File: config.mk
export PLATFORM = sky130hd
export DESIGN_NAME = hcr_device_flat
export DESIGN_NICKNAME = d
export VERILOG_FILES = /design/src/hcr_pkg.sv /design/src/hcr_link_if.sv /design/src/hcr_device.sv /design/src/flat_wrapper.sv
export SDC_FILE = /design/constraint.sdc
export NUM_CORES = 1
export LEC_CHECK = 0
export BUFFER_PORTS_ARGS = -buffer_cell sky130_fd_sc_hd__buf_2
export CORE_MARGIN = 4
export CORE_UTILIZATION = 58
export CTS_CLUSTER_SIZE = 12
export DETAILED_ROUTE_END_ITERATION = 6
export HOLD_SLACK_MARGIN = 0.05
export PLACE_DENSITY_LB_ADDON = 0.12
export SLEW_MARGIN = 10
export SYNTH_ARGS = -nofsm -noshare
export SYNTH_HDL_FRONTEND = slang
export SYNTH_SLANG_ARGS = --single-unit
File: constraint.sdc
create_clock -name pclk -period 3.6 [get_ports pclk]
set_input_delay 0.18 -clock pclk [delete_from_list [all_inputs] [get_ports pclk]]
set_output_delay 0.18 -clock pclk [all_outputs]
set_load 0.05 [all_outputs]
File: src/hcr_pkg.sv
// Shared constants for the host command reinit port: link register map,
// command codes, host APB map, timing counts and host sequencer states.
// Assumes a single 250 MHz pclk shared by both ends.
package hcr_pkg;
   localparam int LINK_AW = 8;
   localparam int DW = 32;
   localparam int APB_AW = 8;
   localparam int NPARAM = 4;
   localparam int NSTICKY = 5;

   localparam logic [7:0] OFS_PAGE = 8'h00;
   localparam logic [7:0] OFS_POWER = 8'h02;
   localparam logic [7:0] OFS_PARAM0 = 8'h08;
   localparam logic [7:0] OFS_CMD = 8'h58;
   localparam logic [7:0] OFS_FLAG = 8'h5C;
   localparam logic [7:0] OFS_STICKY0 = 8'h60;
   localparam logic [7:0] OFS_BOOK = 8'h7F;
   localparam logic [7:0] OFS_STEP = 8'h04;

   localparam logic [7:0] PAGE_BASE = 8'h00;
   localparam logic [7:0] PAGE_CMD = 8'h1A;
   localparam logic [7:0] BOOK_BASE = 8'h00;
   localparam logic [7:0] PWR_ACTIVE = 8'h00;
   localparam logic [7:0] PWR_SHUTDOWN = 8'h02;
   localparam logic [7:0] RST_PAGE = 8'h00;
   localparam logic [7:0] RST_BOOK = 8'h00;
   localparam logic [7:0] RST_POWER = PWR_SHUTDOWN;

   localparam logic [31:0] CMD_CLEAR = 32'h0000_000D;
   localparam logic [31:0] CMD_REINIT = 32'h0000_000E;
   localparam logic [31:0] FLAG_NEW = 32'h0000_0001;

   localparam logic [2:0] LEN_BYTE = 3'h1;
   localparam logic [2:0] LEN_WORD = 3'h4;

   localparam logic [7:0] APB_CMD = 8'h00;
   localparam logic [7:0] APB_STATUS = 8'h04;
   localparam logic [7:0] APB_LAST = 8'h08;
   localparam int ST_BUSY = 0;
   localparam int ST_DONE = 1;
   localparam int ST_ERR = 2;
   localparam int ST_STATE = 4;

   localparam int CLK_PERIOD_NS = 4;
   localparam int SETTLE_TIME_NS = 5_000_000;
   localparam int EXEC_TIME_NS = 5_000_000;
   localparam int SETTLE_CYCLES =
      (SETTLE_TIME_NS + CLK_PERIOD_NS - 1) / CLK_PERIOD_NS;
   localparam int EXEC_CYCLES = EXEC_TIME_NS / CLK_PERIOD_NS;

   typedef enum logic [3:0] {
      HS_IDLE = 4'h0,
      HS_PG0 = 4'h1,
      HS_BK0 = 4'h3,
      HS_ACT = 4'h2,
      HS_SETTLE = 4'h6,
      HS_PG1A = 4'h7,
      HS_CMD = 4'h5,
      HS_FLAG = 4'h4,
      HS_POLL = 4'hC,
      HS_PG0B = 4'hD,
      HS_SHUT = 4'hF
   } hcr_state_type;
endpackage

File: src/hcr_link_if.sv
// Register access link between command host and device.
// Host holds req and its fields until ack; device acks for one cycle.
`timescale 1ns/1ps
interface hcr_link_if (
   input logic pclk
);
   logic req;
   logic we;
   logic [hcr_pkg::LINK_AW-1:0] addr;
   logic [2:0] len;
   logic [hcr_pkg::DW-1:0] wdata;
   logic ack;
   logic err;
   logic [hcr_pkg::DW-1:0] rdata;

   modport dev (
      input req, we, addr, len, wdata,
      output ack, err, rdata
   );
   modport host (
      output req, we, addr, len, wdata,
      input ack, err, rdata
   );
endinterface

File: src/hcr_device.sv
// Device end: book/page register window, command word and pending flag,
// parameter buffer with working copy, sticky flags.
// Assumes the link host holds each request until it sees ack.
`timescale 1ns/1ps
module hcr_device #(
   parameter int unsigned EXEC_CYCLES = hcr_pkg::EXEC_CYCLES
) (
   input wire logic pclk,
   input wire logic presetn,
   input wire logic ce,
   hcr_link_if.dev link,
   input wire logic start_mode,
   input wire logic [hcr_pkg::NSTICKY-1:0] flag_set,
   output logic [hcr_pkg::NPARAM*hcr_pkg::DW-1:0] work_params,
   output logic [hcr_pkg::NSTICKY-1:0] sticky_flags,
   output logic power_active,
   output logic cmd_busy
);
   import hcr_pkg::*;

   logic [7:0] page_q;
   logic [7:0] book_q;
   logic [7:0] power_q;
   logic [31:0] cmd_q;
   logic [31:0] code_q;
   logic flag_q;
   logic busy_q;
   logic [31:0] cnt_q;
   logic ack_q;
   logic err_q;
   logic [31:0] rdata_q;
   logic [31:0] param_q [NPARAM];
   logic [31:0] work_q [NPARAM];
   logic [NSTICKY-1:0] sticky_q;

   logic take;
   logic hit;
   logic acc_ok;
   logic wr;
   logic [2:0] need;
   logic [31:0] rd_val;
   logic sel_page;
   logic sel_book;
   logic sel_power;
   logic sel_cmd;
   logic sel_flag;
   logic [NPARAM-1:0] sel_param;
   logic done;
   logic apply;
   logic clr_sticky;
   logic win_base;
   logic win_cmd;

   assign take = ce & link.req & ~ack_q;
   assign win_base = (book_q == BOOK_BASE) & (page_q == PAGE_BASE);
   assign win_cmd = (book_q == BOOK_BASE) & (page_q == PAGE_CMD);

   always_comb begin
      sel_page = 1'b0;
      sel_book = 1'b0;
      sel_power = 1'b0;
      sel_cmd = 1'b0;
      sel_flag = 1'b0;
      sel_param = '0;
      need = LEN_BYTE;
      rd_val = 32'h0000_0000;
      if (link.addr == OFS_PAGE) begin
         sel_page = 1'b1;
         rd_val = {24'h00_0000, page_q};
      end else if (win_base && link.addr == OFS_BOOK) begin
         sel_book = 1'b1;
         rd_val = {24'h00_0000, book_q};
      end else if (win_base && link.addr == OFS_POWER) begin
         sel_power = 1'b1;
         rd_val = {24'h00_0000, power_q};
      end else if (win_cmd) begin
         need = LEN_WORD;
         if (link.addr == OFS_CMD) begin
            sel_cmd = 1'b1;
            rd_val = cmd_q;
         end else if (link.addr == OFS_FLAG) begin
            sel_flag = 1'b1;
            rd_val = {31'h0000_0000, flag_q};
         end
         for (int i = 0; i < NPARAM; i++) begin
            if (link.addr == OFS_PARAM0 + OFS_STEP * 8'(i)) begin
               sel_param[i] = 1'b1;
               rd_val = param_q[i];
            end
         end
         for (int i = 0; i < NSTICKY; i++) begin
            if (link.addr == OFS_STICKY0 + OFS_STEP * 8'(i)) begin
               rd_val = {31'h0000_0000, sticky_q[i]};
            end
         end
      end
   end

   // Sticky readouts hit too, but are read-only
   assign hit = sel_page | sel_book | sel_power | sel_cmd | sel_flag
      | (|sel_param)
      | (win_cmd && link.addr >= OFS_STICKY0
         && link.addr < OFS_STICKY0 + OFS_STEP * 8'(NSTICKY)
         && link.addr[1:0] == 2'h0);
   // Short reads would lose bytes of a wide register
   assign acc_ok = hit & (link.len == need);
   assign wr = take & link.we & acc_ok;

   always_ff @(posedge pclk or negedge presetn) begin
      if (!presetn) begin
         ack_q <= 1'b0;
         err_q <= 1'b0;
         rdata_q <= 32'h0000_0000;
      end else if (ce) begin
         if (take) begin
            ack_q <= 1'b1;
            err_q <= ~acc_ok;
            rdata_q <= (!link.we && acc_ok) ? rd_val : 32'h0000_0000;
         end else begin
            ack_q <= 1'b0;
         end
      end
   end

   // Window select holds until rewritten
   always_ff @(posedge pclk or negedge presetn) begin
      if (!presetn) begin
         page_q <= RST_PAGE;
         book_q <= RST_BOOK;
      end else if (ce) begin
         if (wr && sel_page) begin
            page_q <= link.wdata[7:0];
         end
         if (wr && sel_book) begin
            book_q <= link.wdata[7:0];
         end
      end
   end

   always_ff @(posedge pclk or negedge presetn) begin
      if (!presetn) begin
         power_q <= RST_POWER;
      end else if (ce && wr && sel_power) begin
         power_q <= link.wdata[7:0];
      end
   end

   always_ff @(posedge pclk or negedge presetn) begin
      if (!presetn) begin
         cmd_q <= 32'h0000_0000;
      end else if (ce && wr && sel_cmd) begin
         cmd_q <= link.wdata;
      end
   end

   // Commands only run in active mode; shutdown mid-run lets it finish
   assign done = busy_q && (cnt_q == EXEC_CYCLES - 1);
   always_ff @(posedge pclk or negedge presetn) begin
      if (!presetn) begin
         busy_q <= 1'b0;
         cnt_q <= 32'h0000_0000;
         code_q <= 32'h0000_0000;
      end else if (ce) begin
         if (!busy_q && flag_q && power_q == PWR_ACTIVE) begin
            busy_q <= 1'b1;
            cnt_q <= 32'h0000_0000;
            code_q <= cmd_q;
         end else if (done) begin
            busy_q <= 1'b0;
         end else if (busy_q) begin
            cnt_q <= cnt_q + 32'h0000_0001;
         end
      end
   end

   // A host write of the flag wins over the completion clear
   always_ff @(posedge pclk or negedge presetn) begin
      if (!presetn) begin
         flag_q <= 1'b0;
      end else if (ce) begin
         if (wr && sel_flag) begin
            flag_q <= (link.wdata == FLAG_NEW);
         end else if (done) begin
            flag_q <= 1'b0;
         end
      end
   end

   assign apply = (done && code_q == CMD_REINIT) || start_mode;
   assign clr_sticky = done && code_q == CMD_CLEAR;

   generate
      for (genvar i = 0; i < NPARAM; i++) begin : g_param
         always_ff @(posedge pclk or negedge presetn) begin
            if (!presetn) begin
               param_q[i] <= 32'h0000_0000;
               work_q[i] <= 32'h0000_0000;
            end else if (ce) begin
               if (wr && sel_param[i]) begin
                  param_q[i] <= link.wdata;
               end
               if (apply) begin
                  work_q[i] <= param_q[i];
               end
            end
         end
         assign work_params[i*DW +: DW] = work_q[i];
      end
      for (genvar i = 0; i < NSTICKY; i++) begin : g_sticky
         always_ff @(posedge pclk or negedge presetn) begin
            if (!presetn) begin
               sticky_q[i] <= 1'b0;
            end else if (ce) begin
               // New event beats the clear
               sticky_q[i] <= flag_set[i]
                  | (sticky_q[i] & ~clr_sticky);
            end
         end
      end
   endgenerate

   assign link.ack = ack_q;
   assign link.err = err_q;
   assign link.rdata = rdata_q;
   assign sticky_flags = sticky_q;
   assign power_active = (power_q == PWR_ACTIVE);
   assign cmd_busy = busy_q;
endmodule

File: src/flat_wrapper.sv
// flat-port wrapper written by rule: the top's interface ports become plain ports
module hcr_device_flat import hcr_pkg::*;
#(
   parameter int unsigned EXEC_CYCLES = hcr_pkg::EXEC_CYCLES
)
  (pclk, presetn, ce, start_mode, flag_set, work_params, sticky_flags, power_active, cmd_busy, link_req, link_we, link_addr, link_len, link_wdata, link_ack, link_err, link_rdata);
  hcr_link_if link_i (.pclk(pclk));
  input wire logic pclk;
  input wire logic presetn;
  input wire logic ce;
  input wire logic start_mode;
  input wire logic [hcr_pkg::NSTICKY-1:0] flag_set;
  output logic [hcr_pkg::NPARAM*hcr_pkg::DW-1:0] work_params;
  output logic [hcr_pkg::NSTICKY-1:0] sticky_flags;
  output logic power_active;
  output logic cmd_busy;
  input wire logic [$bits(link_i.req)-1:0] link_req;
  input wire logic [$bits(link_i.we)-1:0] link_we;
  input wire logic [$bits(link_i.addr)-1:0] link_addr;
  input wire logic [$bits(link_i.len)-1:0] link_len;
  input wire logic [$bits(link_i.wdata)-1:0] link_wdata;
  output wire logic [$bits(link_i.ack)-1:0] link_ack;
  output wire logic [$bits(link_i.err)-1:0] link_err;
  output wire logic [$bits(link_i.rdata)-1:0] link_rdata;
  assign link_i.req = link_req;
  assign link_i.we = link_we;
  assign link_i.addr = link_addr;
  assign link_i.len = link_len;
  assign link_i.wdata = link_wdata;
  assign link_ack = link_i.ack;
  assign link_err = link_i.err;
  assign link_rdata = link_i.rdata;
  hcr_device #(.EXEC_CYCLES(EXEC_CYCLES)) u_core (.pclk(pclk), .presetn(presetn), .ce(ce), .link(link_i), .start_mode(start_mode), .flag_set(flag_set), .work_params(work_params), .sticky_flags(sticky_flags), .power_active(power_active), .cmd_busy(cmd_busy));
endmodule
# [After elaboration in Yosys (flattened, before gate mapping)]
# Cells that the tools add are included.
[classes] muxes=52 bitwise=26 add_sub_neg=1 n_reduce_logical=45 order_cmp=2 eq_ne=20
[op_table] operator="$mux 32" count=18
[op_table] operator="$eq 32x4->1 const B" count=2
[op_table] operator="$eq 8x7->1 const B" count=8
[op_table] operator="$add 32x1->32 const B" count=1
[op_table] operator="$eq 32x1->1 const B" count=1
[op_table] operator="$eq 32x21->1 const B" count=1
[op_table] operator="$logic_not 8->1" count=4
[op_table] operator="$mux 1" count=26
[op_table] operator="$eq 8x5->1 const B" count=3
[op_table] operator="$reduce_and 2->1" count=11
[op_table] operator="$logic_and 1x1->1" count=21
[op_table] operator="$eq 8x4->1 const B" count=2
[op_table] operator="$mux 4" count=4
[op_table] operator="$and 1x1->1" count=12
[op_table] operator="$mux 3" count=4
[op_table] operator="$or 1x1->1" count=11
[op_table] operator="$eq 8x2->1 const B" count=1
[op_table] operator="$ge 8x7->1 const B" count=1
[op_table] operator="$lt 8x7->1 const B" count=1
[op_table] operator="$reduce_bool 2->1" count=3
[op_table] operator="$reduce_or 4->1" count=1
[op_table] operator="$eq 3x3->1" count=1
[op_table] operator="$not 1->1" count=3
[op_table] operator="$reduce_and 3->1" count=1
[op_table] operator="other kinds (4)" count=5
[word_totals] ff_bits=417 word_cells=170 out_inout_bits=169 inputBits=54

# [Longest topological paths before layout]
# Gate-level depths: netlist (run 1).
[logic_depth] word_depth=17 depth_mapped=10 mapped_depth_nobuf=7

# [Worst setup path after synthesis (run 1)]
# Ideal clock, no wire load.
[synth_path] kind="flip-flop to flip-flop" from="register u_core.ack_q, in the netlist u_core.link.ack" to="register u_core.param_q[119] (netlist name)" synth_period_minus_slack_ps=2539 path_slack_ps=1061 setup_time_ps=128 n_path_buf=1 stages_incl_launch_ff=8 arrival_time_ps=2411 required_ps=3472 cell_sequence="dfrtp_1 > nand3b_1 > a2111oi_0 > a21o_1 > o21a_4 > nand4_4 > buf_4 > mux2_1"
[synth_via] elab_chain_cells=6
[synth_rtl] element="from (decl)" line_no="hcr_device.sv:29" rtl="logic ack_q;"
[synth_rtl] element="from (signal assigned)" line_no="hcr_device.sv:111" rtl="ack_q <= 1'b0;"
[synth_rtl] element="from (signal assigned)" line_no="hcr_device.sv:116" rtl="ack_q <= 1'b1;"
[synth_rtl] element="from (signal assigned)" line_no="hcr_device.sv:120" rtl="ack_q <= 1'b0;"
[synth_rtl] element="$not 1->1" line_no="hcr_device.sv:54" rtl="assign take = ce & link.req & ~ack_q;"
[synth_rtl] element="$and 1x1->1" line_no="hcr_device.sv:54"
[synth_rtl] element="$and 1x1->1 (2 in series)" line_no="hcr_device.sv:107" rtl="assign wr = take & link.we & acc_ok;"
[synth_rtl] element="$logic_and 1x1->1" line_no="hcr_device.sv:199" rtl="if (wr && sel_param[i]) begin"
[synth_rtl] element="$reduce_and 2->1 (no source line)"
[synth_rtl] element="to (signal, indexed assignment)" line_no="hcr_device.sv:200" rtl="param_q[i] <= link.wdata;"
[synth_rtl] element="to (decl)" line_no="hcr_device.sv:32" rtl="logic [31:0] param_q [NPARAM];"
# No other way between the ends.
# A chain may end at the register's enable or synchronous reset.

# [Worst setup path after layout (run 1)]
[layout_path] from="register u_core.cnt_q[24]" to="register u_core.work_q, in the netlist u_core.work_params[12]"
[layout_via] elab_chain_cells=5
[layout_rtl] element="from (decl)" line_no="hcr_device.sv:28" rtl="logic [31:0] cnt_q;"
[layout_rtl] element="from (signal assigned)" line_no="hcr_device.sv:171" rtl="cnt_q <= cnt_q + 32'h0000_0001;"
[layout_rtl] element="$eq 32x21->1" line_no="hcr_device.sv:157" rtl="assign done = busy_q && (cnt_q == EXEC_CYCLES - 1);"
[layout_rtl] element="$logic_and 1x1->1" line_no="hcr_device.sv:157"
[layout_rtl] element="$logic_and 1x1->1" line_no="hcr_device.sv:189" rtl="assign apply = (done && code_q == CMD_REINIT) || start_mode;"
[layout_rtl] element="$logic_or 1x1->1" line_no="hcr_device.sv:189"
[layout_rtl] element="$reduce_and 2->1 (no source line)"
[layout_rtl] element="to (signal, indexed assignment)" line_no="hcr_device.sv:203" rtl="work_q[i] <= param_q[i];"
[layout_rtl] element="to (decl)" line_no="hcr_device.sv:33" rtl="logic [31:0] work_q [NPARAM];"
# No other way between the ends.

==> out/metrics.csv, run 1 <==
stage;metric;value;unit
global_routing;remaining global-route overflow;0;
setup_path;Setup crit start kind;flop;
setup_path;Critical Path RT;4020;ps
global_routing;global-route wire length before repair;74.89;mm
sta;Fin. Hold Viols;0;
global_routing;grt peak-use layer;met2;
clock_network;clk slew on worst S/H paths;60;ps
clock_network;CTS Buf Count;45;
global_routing;met1 usage;0.3842;
setup_path;Crit Path Max Fanout;35;
die;die area;0.03488;sq mm
global_routing;antenna violations before repair;0;
route;Residual DRC;0;
pwr;PwrDens;444.1;mW/mm^2
synth;Yosys warning count;0;
clock_network;clock tree root buffer cell;clkbuf_16;
global_routing;largest net degree at the start of global routing;100;
setup_path;Critical Path End Type;flop;
final_layout;layout cells sized above 1;0.3207;
synth;syn nets;1391;
final_layout;Finished Cell Area;0.02182;sq mm
route;routed wire length;46.69;mm
sta;Tmin final;3075;ps
sta;worst hold slack;90.39;ps
clock_network;CTS H-tree lvls;2;
synth;register area share after synthesis;0.5632;
route;via count;12211;
flow_run;Max Cap Viol;0;
pwr;Tot Pwr;9.691;mW
synth;ys flop type;dfrtp_1;
route;Avg WL per Cell;22.97;um
sta;Final Max Slew Viols;0;
clock_network;clk_lat worst skew;560;ps
synth;Yosys reg bits;417;
min_path;worst hold path class;input pin to flop;
synth;synthesized cell area;0.01853;sq mm
setup_path;Worst EP arrival;3490;ps
sta;fmax;325.2;MHz
placement;GPL Wtd Cong;0.8949;
final_layout;nets@finish;1654;
placement;post-DP HPWL;30.81;mm
die;IO Pins;223;
synth;Post-synth EDFFs;0;
placement;IO Port Bufs;222;
synth;Post-Synthesis Cells;1336;
placement;Cell Area, Placed;0.01995;sq mm
global_routing;met2 Track Usage GR;0.4322;
global_routing;vias in the first global route;12868;
setup_path;critical setup path kind;flop to flop;
sta;RSZ-0062 raised after global routing;false;
clock_network;postcts setup bufs;0;
sta;final worst slack;524.6;ps
synth;Distinct cells, synth;75;
clock_network;CTS Buffer Depth;3;
sta;Clock Skew;27.35;ps
synth;async set-or-reset flop fraction in the synthesized netlist;1.000;
clock_network;# resized after CTS;0;
pwr;VDD IR max;354.2;uV
route;Iteration-0 DRC Markers;1004;
route;post-detailed-route count of antenna-violating nets;0;
clock_network;CTS tree;yes;
die;die width;186.8;um
sta;Tightest Pin Transition;937.2;ps
global_routing;Total GRT Usage;0.2683;
die;Initial Utilization;0.5873;
pwr;Leak;11.33;nW
final_layout;antenna fix cells;0;
clock_network;total clock sinks;417;
final_layout;Syn-to-layout area delta;17.76;%
die;number of placement rows;65;
sta;Setup-failing EPs final;0;
global_routing;Global Route met3 Usage;0.05499;
die;core outline area;0.03156;sq mm
status;status;completed;
synth;Syn Area/Cell;13.87;sq um
sta;Max-slew headroom;0.3704;
placement;post-place setup slack;548.2;ps
sta;Final period util;0.8543;
die;Die Ht;186.8;um
sta;Setup TNS;0;ps
route;TritonRoute pass-1 iters;7;
route;via/cell ratio;6.006;
repair_timing:
| item | CTS | global route |
|---|---|---|
| hold buffers | 38 | 0 |
| setup endpoints to repair | 0 | 0 |
| endpoints found under the hold margin | 269 | 0 |
synthesized netlist by cell type (12+ instances only):
cell type,n,area share
a222oi_1,17,0.0092
a22o_1,12,0.0057
a22oi_1,16,0.0065
and3_1,29,0.0098
buf_6,17,0.010
clkbuf_1,28,0.0057
dfrtp_1,416,0.56
mux2_1,167,0.10
mux2_2,68,0.041
mux2_4,103,0.083
nand2_1,89,0.018
nand3_1,36,0.0097
nand4_1,20,0.0068
nor2_1,45,0.0091
nor3_1,15,0.0041
nor4_1,15,0.0051
o21ai_0,35,0.0095
o221ai_1,13,0.0061
xor2_1,16,0.0076
power by group:
part           leakage [nW]  internal (mW)  switching, mW
Clock                 0.731           2.78           1.84
Combinational          4.83          0.117          0.250
Sequential             5.77           4.69        0.00674
Total                  11.3           7.59           2.10
layout make-up:
class,count,area (sq um)
clock buffers,70,1341
clock inverters,9,150.1
fillers,2264,9732
inverters,10,37.54
multi-input cells,831,7448
flip-flops and latches,417,10440
well taps,402,503.0
repair buffers,294,1907
cell usage in the layout (no fill, tap or decap), types with 6 or more instances in the layout:
master,n
nand2_1,89
o22ai_1,6
a211oi_1,8
inv_1,10
a22oi_1,16
o221ai_1,13
nor4_1,15
mux2_1,167
a22o_1,12
dfrtp_1,416
nand4_1,20
and4_1,7
and2_1,9
mux2_4,103
mux2_2,68
nor2_1,44
clkbuf_8,10
clkbuf_16,46
dlygate4sd3_1,38
clkbuf_1,14
nand3_1,36
xor2_1,16
a222oi_1,17
buf_4,22
o21ai_0,35
xnor2_1,8
nor3_1,15
and3_1,29
nor4b_1,7
buf_2,221
a21o_1,9
buf_12,12
a21oi_1,11
state kept, by name, indices dropped and copies added (netlist names):
register and flops:
u_core.param_q 128, u_core.work_params 128, u_core.cmd_q 32, u_core.cnt_q 32
u_core.code_q 32, u_core.link.rdata 32, u_core.book_q 8, u_core.page_q 8
u_core.power_q 8, u_core.sticky_flags 5, u_core.cmd_busy 1, u_core.flag_q 1
u_core.link.ack 1, u_core.link.err 1
final timing paths:
check | start | to | slack [ps] | cells after the start
max in group asynchronous | presetn | u_core.param_q[61]$_DFFE_PN0P_ | 2220 | 3
min in group asynchronous | presetn | u_core.param_q[18]$_DFFE_PN0P_ | 260 | 2
worst min register to register | u_core.book_q[4]$_DFFE_PN0P_ | u_core.book_q[4]$_DFFE_PN0P_ | 460 | 1
worst max-delay path | u_core.cnt_q[24]$_DFFE_PN0P_ | u_core.work_params[12]$_DFFE_PN0P_ | 520 | 7
worst max register to register | u_core.cnt_q[24]$_DFFE_PN0P_ | u_core.work_params[12]$_DFFE_PN0P_ | 520 | 7
worst min-delay path | link_wdata[6] | u_core.book_q[6]$_DFFE_PN0P_ | 90 | 2
worst max-delay path, cell delays in order (launching register included):
cell and delay [ps]:
dfrtp_1 430, or4b_4 580, nor4_4 390, and2_4 240, a41oi_4 130, nor2_4 470, buf_12 330, mux2_1 360
cell families after synthesis:
logic type,after synthesis,synth area share
and+or+nand+nor,318,0.1011
muxes,341,0.2279
adders and majority gates,1,0.0006751
xor gates and xnor gates,24,0.01134
buffers and inverters,88,0.03531
AOI/OAI and AO/OA,147,0.06050
DFF,417,0.5632
routing by layer:
layer	vias to the layer above	share of wire
li1	5471	-
met1	6267	0.44
met2	407	0.48
met3	66	0.065
met4	0	0.017
met5	-	0
through the flow:
step,util,std cells
final,0.6916,2033
after global routing,0.6916,2033
after CTS,0.6916,2033
after detailed placement,0.6323,1916
after global placement,0.6323,1916
after floorplan,-,1336
No activity file was read; power rests on OpenSTA's default activity.
==> run 2: changes to the inputs <==
==> constraint.sdc (replaced) <==
create_clock -name pclk -period 3 [get_ports pclk]
set_input_delay 0.3 -clock pclk [delete_from_list [all_inputs] [get_ports pclk]]
set_output_delay 0.3 -clock pclk [all_outputs]
set_load 0.05 [all_outputs]
==> out/metrics.csv, run 2 (same netlist as run 1, synthesis figures left out) <==
stage;metric;value;unit
global_routing;met1 usage;0.3783;
die;die area;0.03488;sq mm
clock_network;clk slew on worst S/H paths;60;ps
global_routing;grt peak-use layer;met2;
setup_path;Critical Path End Type;flop;
sta;RSZ-0062 raised after global routing;false;
sta;Tightest Pin Transition;671.8;ps
setup_path;FF-to-FF End;u_core.work_params[30]$_DFFE_PN0P_;
placement;post-place setup slack;127.7;ps
pwr;Tot Pwr;11.15;mW
clock_network;clock tree root buffer cell;clkbuf_16;
global_routing;antenna violations before repair;0;
sta;Tmin final;2818;ps
clock_network;CTS H-tree lvls;2;
final_layout;Final Core Density;0.6847;
sta;fmax;354.9;MHz
die;number of placement rows;65;
setup_path;Crit Path Max Fanout;20;
sta;Final Max Slew Viols;0;
sta;Final period util;0.9392;
die;die width;186.8;um
global_routing;Global Route met3 Usage;0.04639;
route;TritonRoute pass-1 iters;6;
route;via/cell ratio;6.026;
final_layout;most frequent cells in the layout;416 x dfrtp_1, 221 x buf_2, 167 x mux2_1;
die;Die Ht;186.8;um
setup_path;r2r worst-path depth;10;
global_routing;remaining global-route overflow;0;
clock_network;clk_lat worst skew;540;ps
sta;Max-slew headroom;0.5487;
min_path;hold endpoint;u_core.param_q[83]$_DFFE_PN0P_;
clock_network;CTS tree;yes;
pwr;PwrDens;516.0;mW/mm^2
min_path;worst hold path class;input pin to flop;
placement;post-DP HPWL;32.03;mm
final_layout;layout cells sized above 1;0.3358;
pwr;Leak;11.28;nW
status;status;completed;
die;Initial Utilization;0.5873;
sta;Setup TNS;0;ps
die;IO Pins;223;
final_layout;antenna fix cells;0;
route;Iteration-0 DRC Markers;993;
min_path;Hold Crit Start;link_wdata[19];
placement;GPL Wtd Cong;0.8973;
die;core outline area;0.03156;sq mm
sta;Fin. Hold Viols;0;
min_path;hold depth;2;
final_layout;Syn-to-layout area delta;16.58;%
sta;Setup-failing EPs final;0;
flow_run;Max Cap Viol;0;
setup_path;Critical Path RT;3420;ps
final_layout;nets@finish;1649;
sta;worst hold slack;75.16;ps
route;Avg WL per Cell;22.89;um
global_routing;met2 Track Usage GR;0.4343;
setup_path;Reg2Reg Launch Point;u_core.code_q[5]$_DFFE_PN0P_;
route;via count;12166;
global_routing;global-route wire length before repair;74.25;mm
setup_path;Worst EP arrival;3240;ps
clock_network;total clock sinks;417;
global_routing;Total GRT Usage;0.2657;
sta;final worst slack;182.4;ps
placement;IO Port Bufs;222;
clock_network;CTS Buf Count;44;
route;Residual DRC;0;
final_layout;most common cell after layout, fill and taps aside;dfrtp_1;
sta;Clock Skew;25.39;ps
clock_network;CTS Buffer Depth;3;
setup_path;Setup crit start kind;flop;
clock_network;# resized after CTS;0;
route;post-detailed-route count of antenna-violating nets;0;
setup_path;critical setup path kind;flop to flop;
global_routing;vias in the first global route;12786;
global_routing;largest net degree at the start of global routing;74;
route;routed wire length;46.21;mm
setup_path;R2R setup slack;180;ps
pwr;VDD IR max;447.4;uV
run 2: changes by cell type in the layout (fill, tap and decap cells not counted), moves of 3 or more:
cell           previous run  this run
bufinv_16                 3         0
dlygate4sd3_1            38         9
buf_12                   12        15
buf_4                    22        44
clkbuf_8                 10         7
clkbuf_1                 14         9
run 2: critical path: stages (launching register included):
cell     delay (ps)
dfrtp_1         380
nor4_1          470
buf_4           190
nand4_1         140
nor3_1          190
buf_4           180
a41oi_4         120
nor2_4          220
buf_12          260
buf_12          210
mux2_1          340
run 2: per-stage QoR:
step / std cells / cell area, sq um
2_1_floorplan: 1336 / 18530
3_3_place_gp: 1941 / 20180
3_5_place_dp: 1941 / 20180
4_1_cts: 2019 / 21600
5_1_grt: 2019 / 21600
6_report: 2019 / 21600
run 2: final cells by class:
class,count,area (sq um)
inverter,10,37.54
clock inverter,7,56.30
timing repair buffer,290,1842
fill,2313,9951
clock buffer,62,1281
multi-input combinational,831,7448
tap,402,503.0
sequential,417,10440
run 2: worst max path at each step:
stage / from / to / slack [ps] / cells past startpoint
after global routing: u_core.code_q[5]$_DFFE_PN0P_ / u_core.work_params[37]$_DFFE_PN0P_ / 40 / 10
after global placement: u_core.code_q[5]$_DFFE_PN0P_ / u_core.work_params[30]$_DFFE_PN0P_ / 230 / 10
after floorplan: u_core.link.ack$_DFFE_PN0P_ / u_core.param_q[119]$_DFFE_PN0P_ / 460 / 7
final: u_core.code_q[5]$_DFFE_PN0P_ / u_core.work_params[30]$_DFFE_PN0P_ / 180 / 10
after detailed placement: u_core.code_q[5]$_DFFE_PN0P_ / u_core.work_params[30]$_DFFE_PN0P_ / 130 / 10
after CTS: u_core.code_q[5]$_DFFE_PN0P_ / u_core.work_params[30]$_DFFE_PN0P_ / 140 / 10
run 2: report_power, final:
group	leakage (nW)	internal, mW	switching (mW)	total (mW)
Clock	0.661	2.96	2.13	5.09
Combinational	4.85	0.122	0.296	0.418
Sequential	5.77	5.63	0.00743	5.64
Total	11.3	8.71	2.44	11.1
run 2: timing repair:
item | in CTS | in global routing
hold endpoints to repair | 78 | 0
buffers inserted | 0 | 0
endpoints found under the setup margin | 0 | 0
hold buffers | 9 | 0
run 2: routing by layer:
metal	wire length [um]	vias to the layer above
li1	-	5417
met1	20190	6262
met2	22040	428
met3	3124	59
met4	850	0
met5	0	-
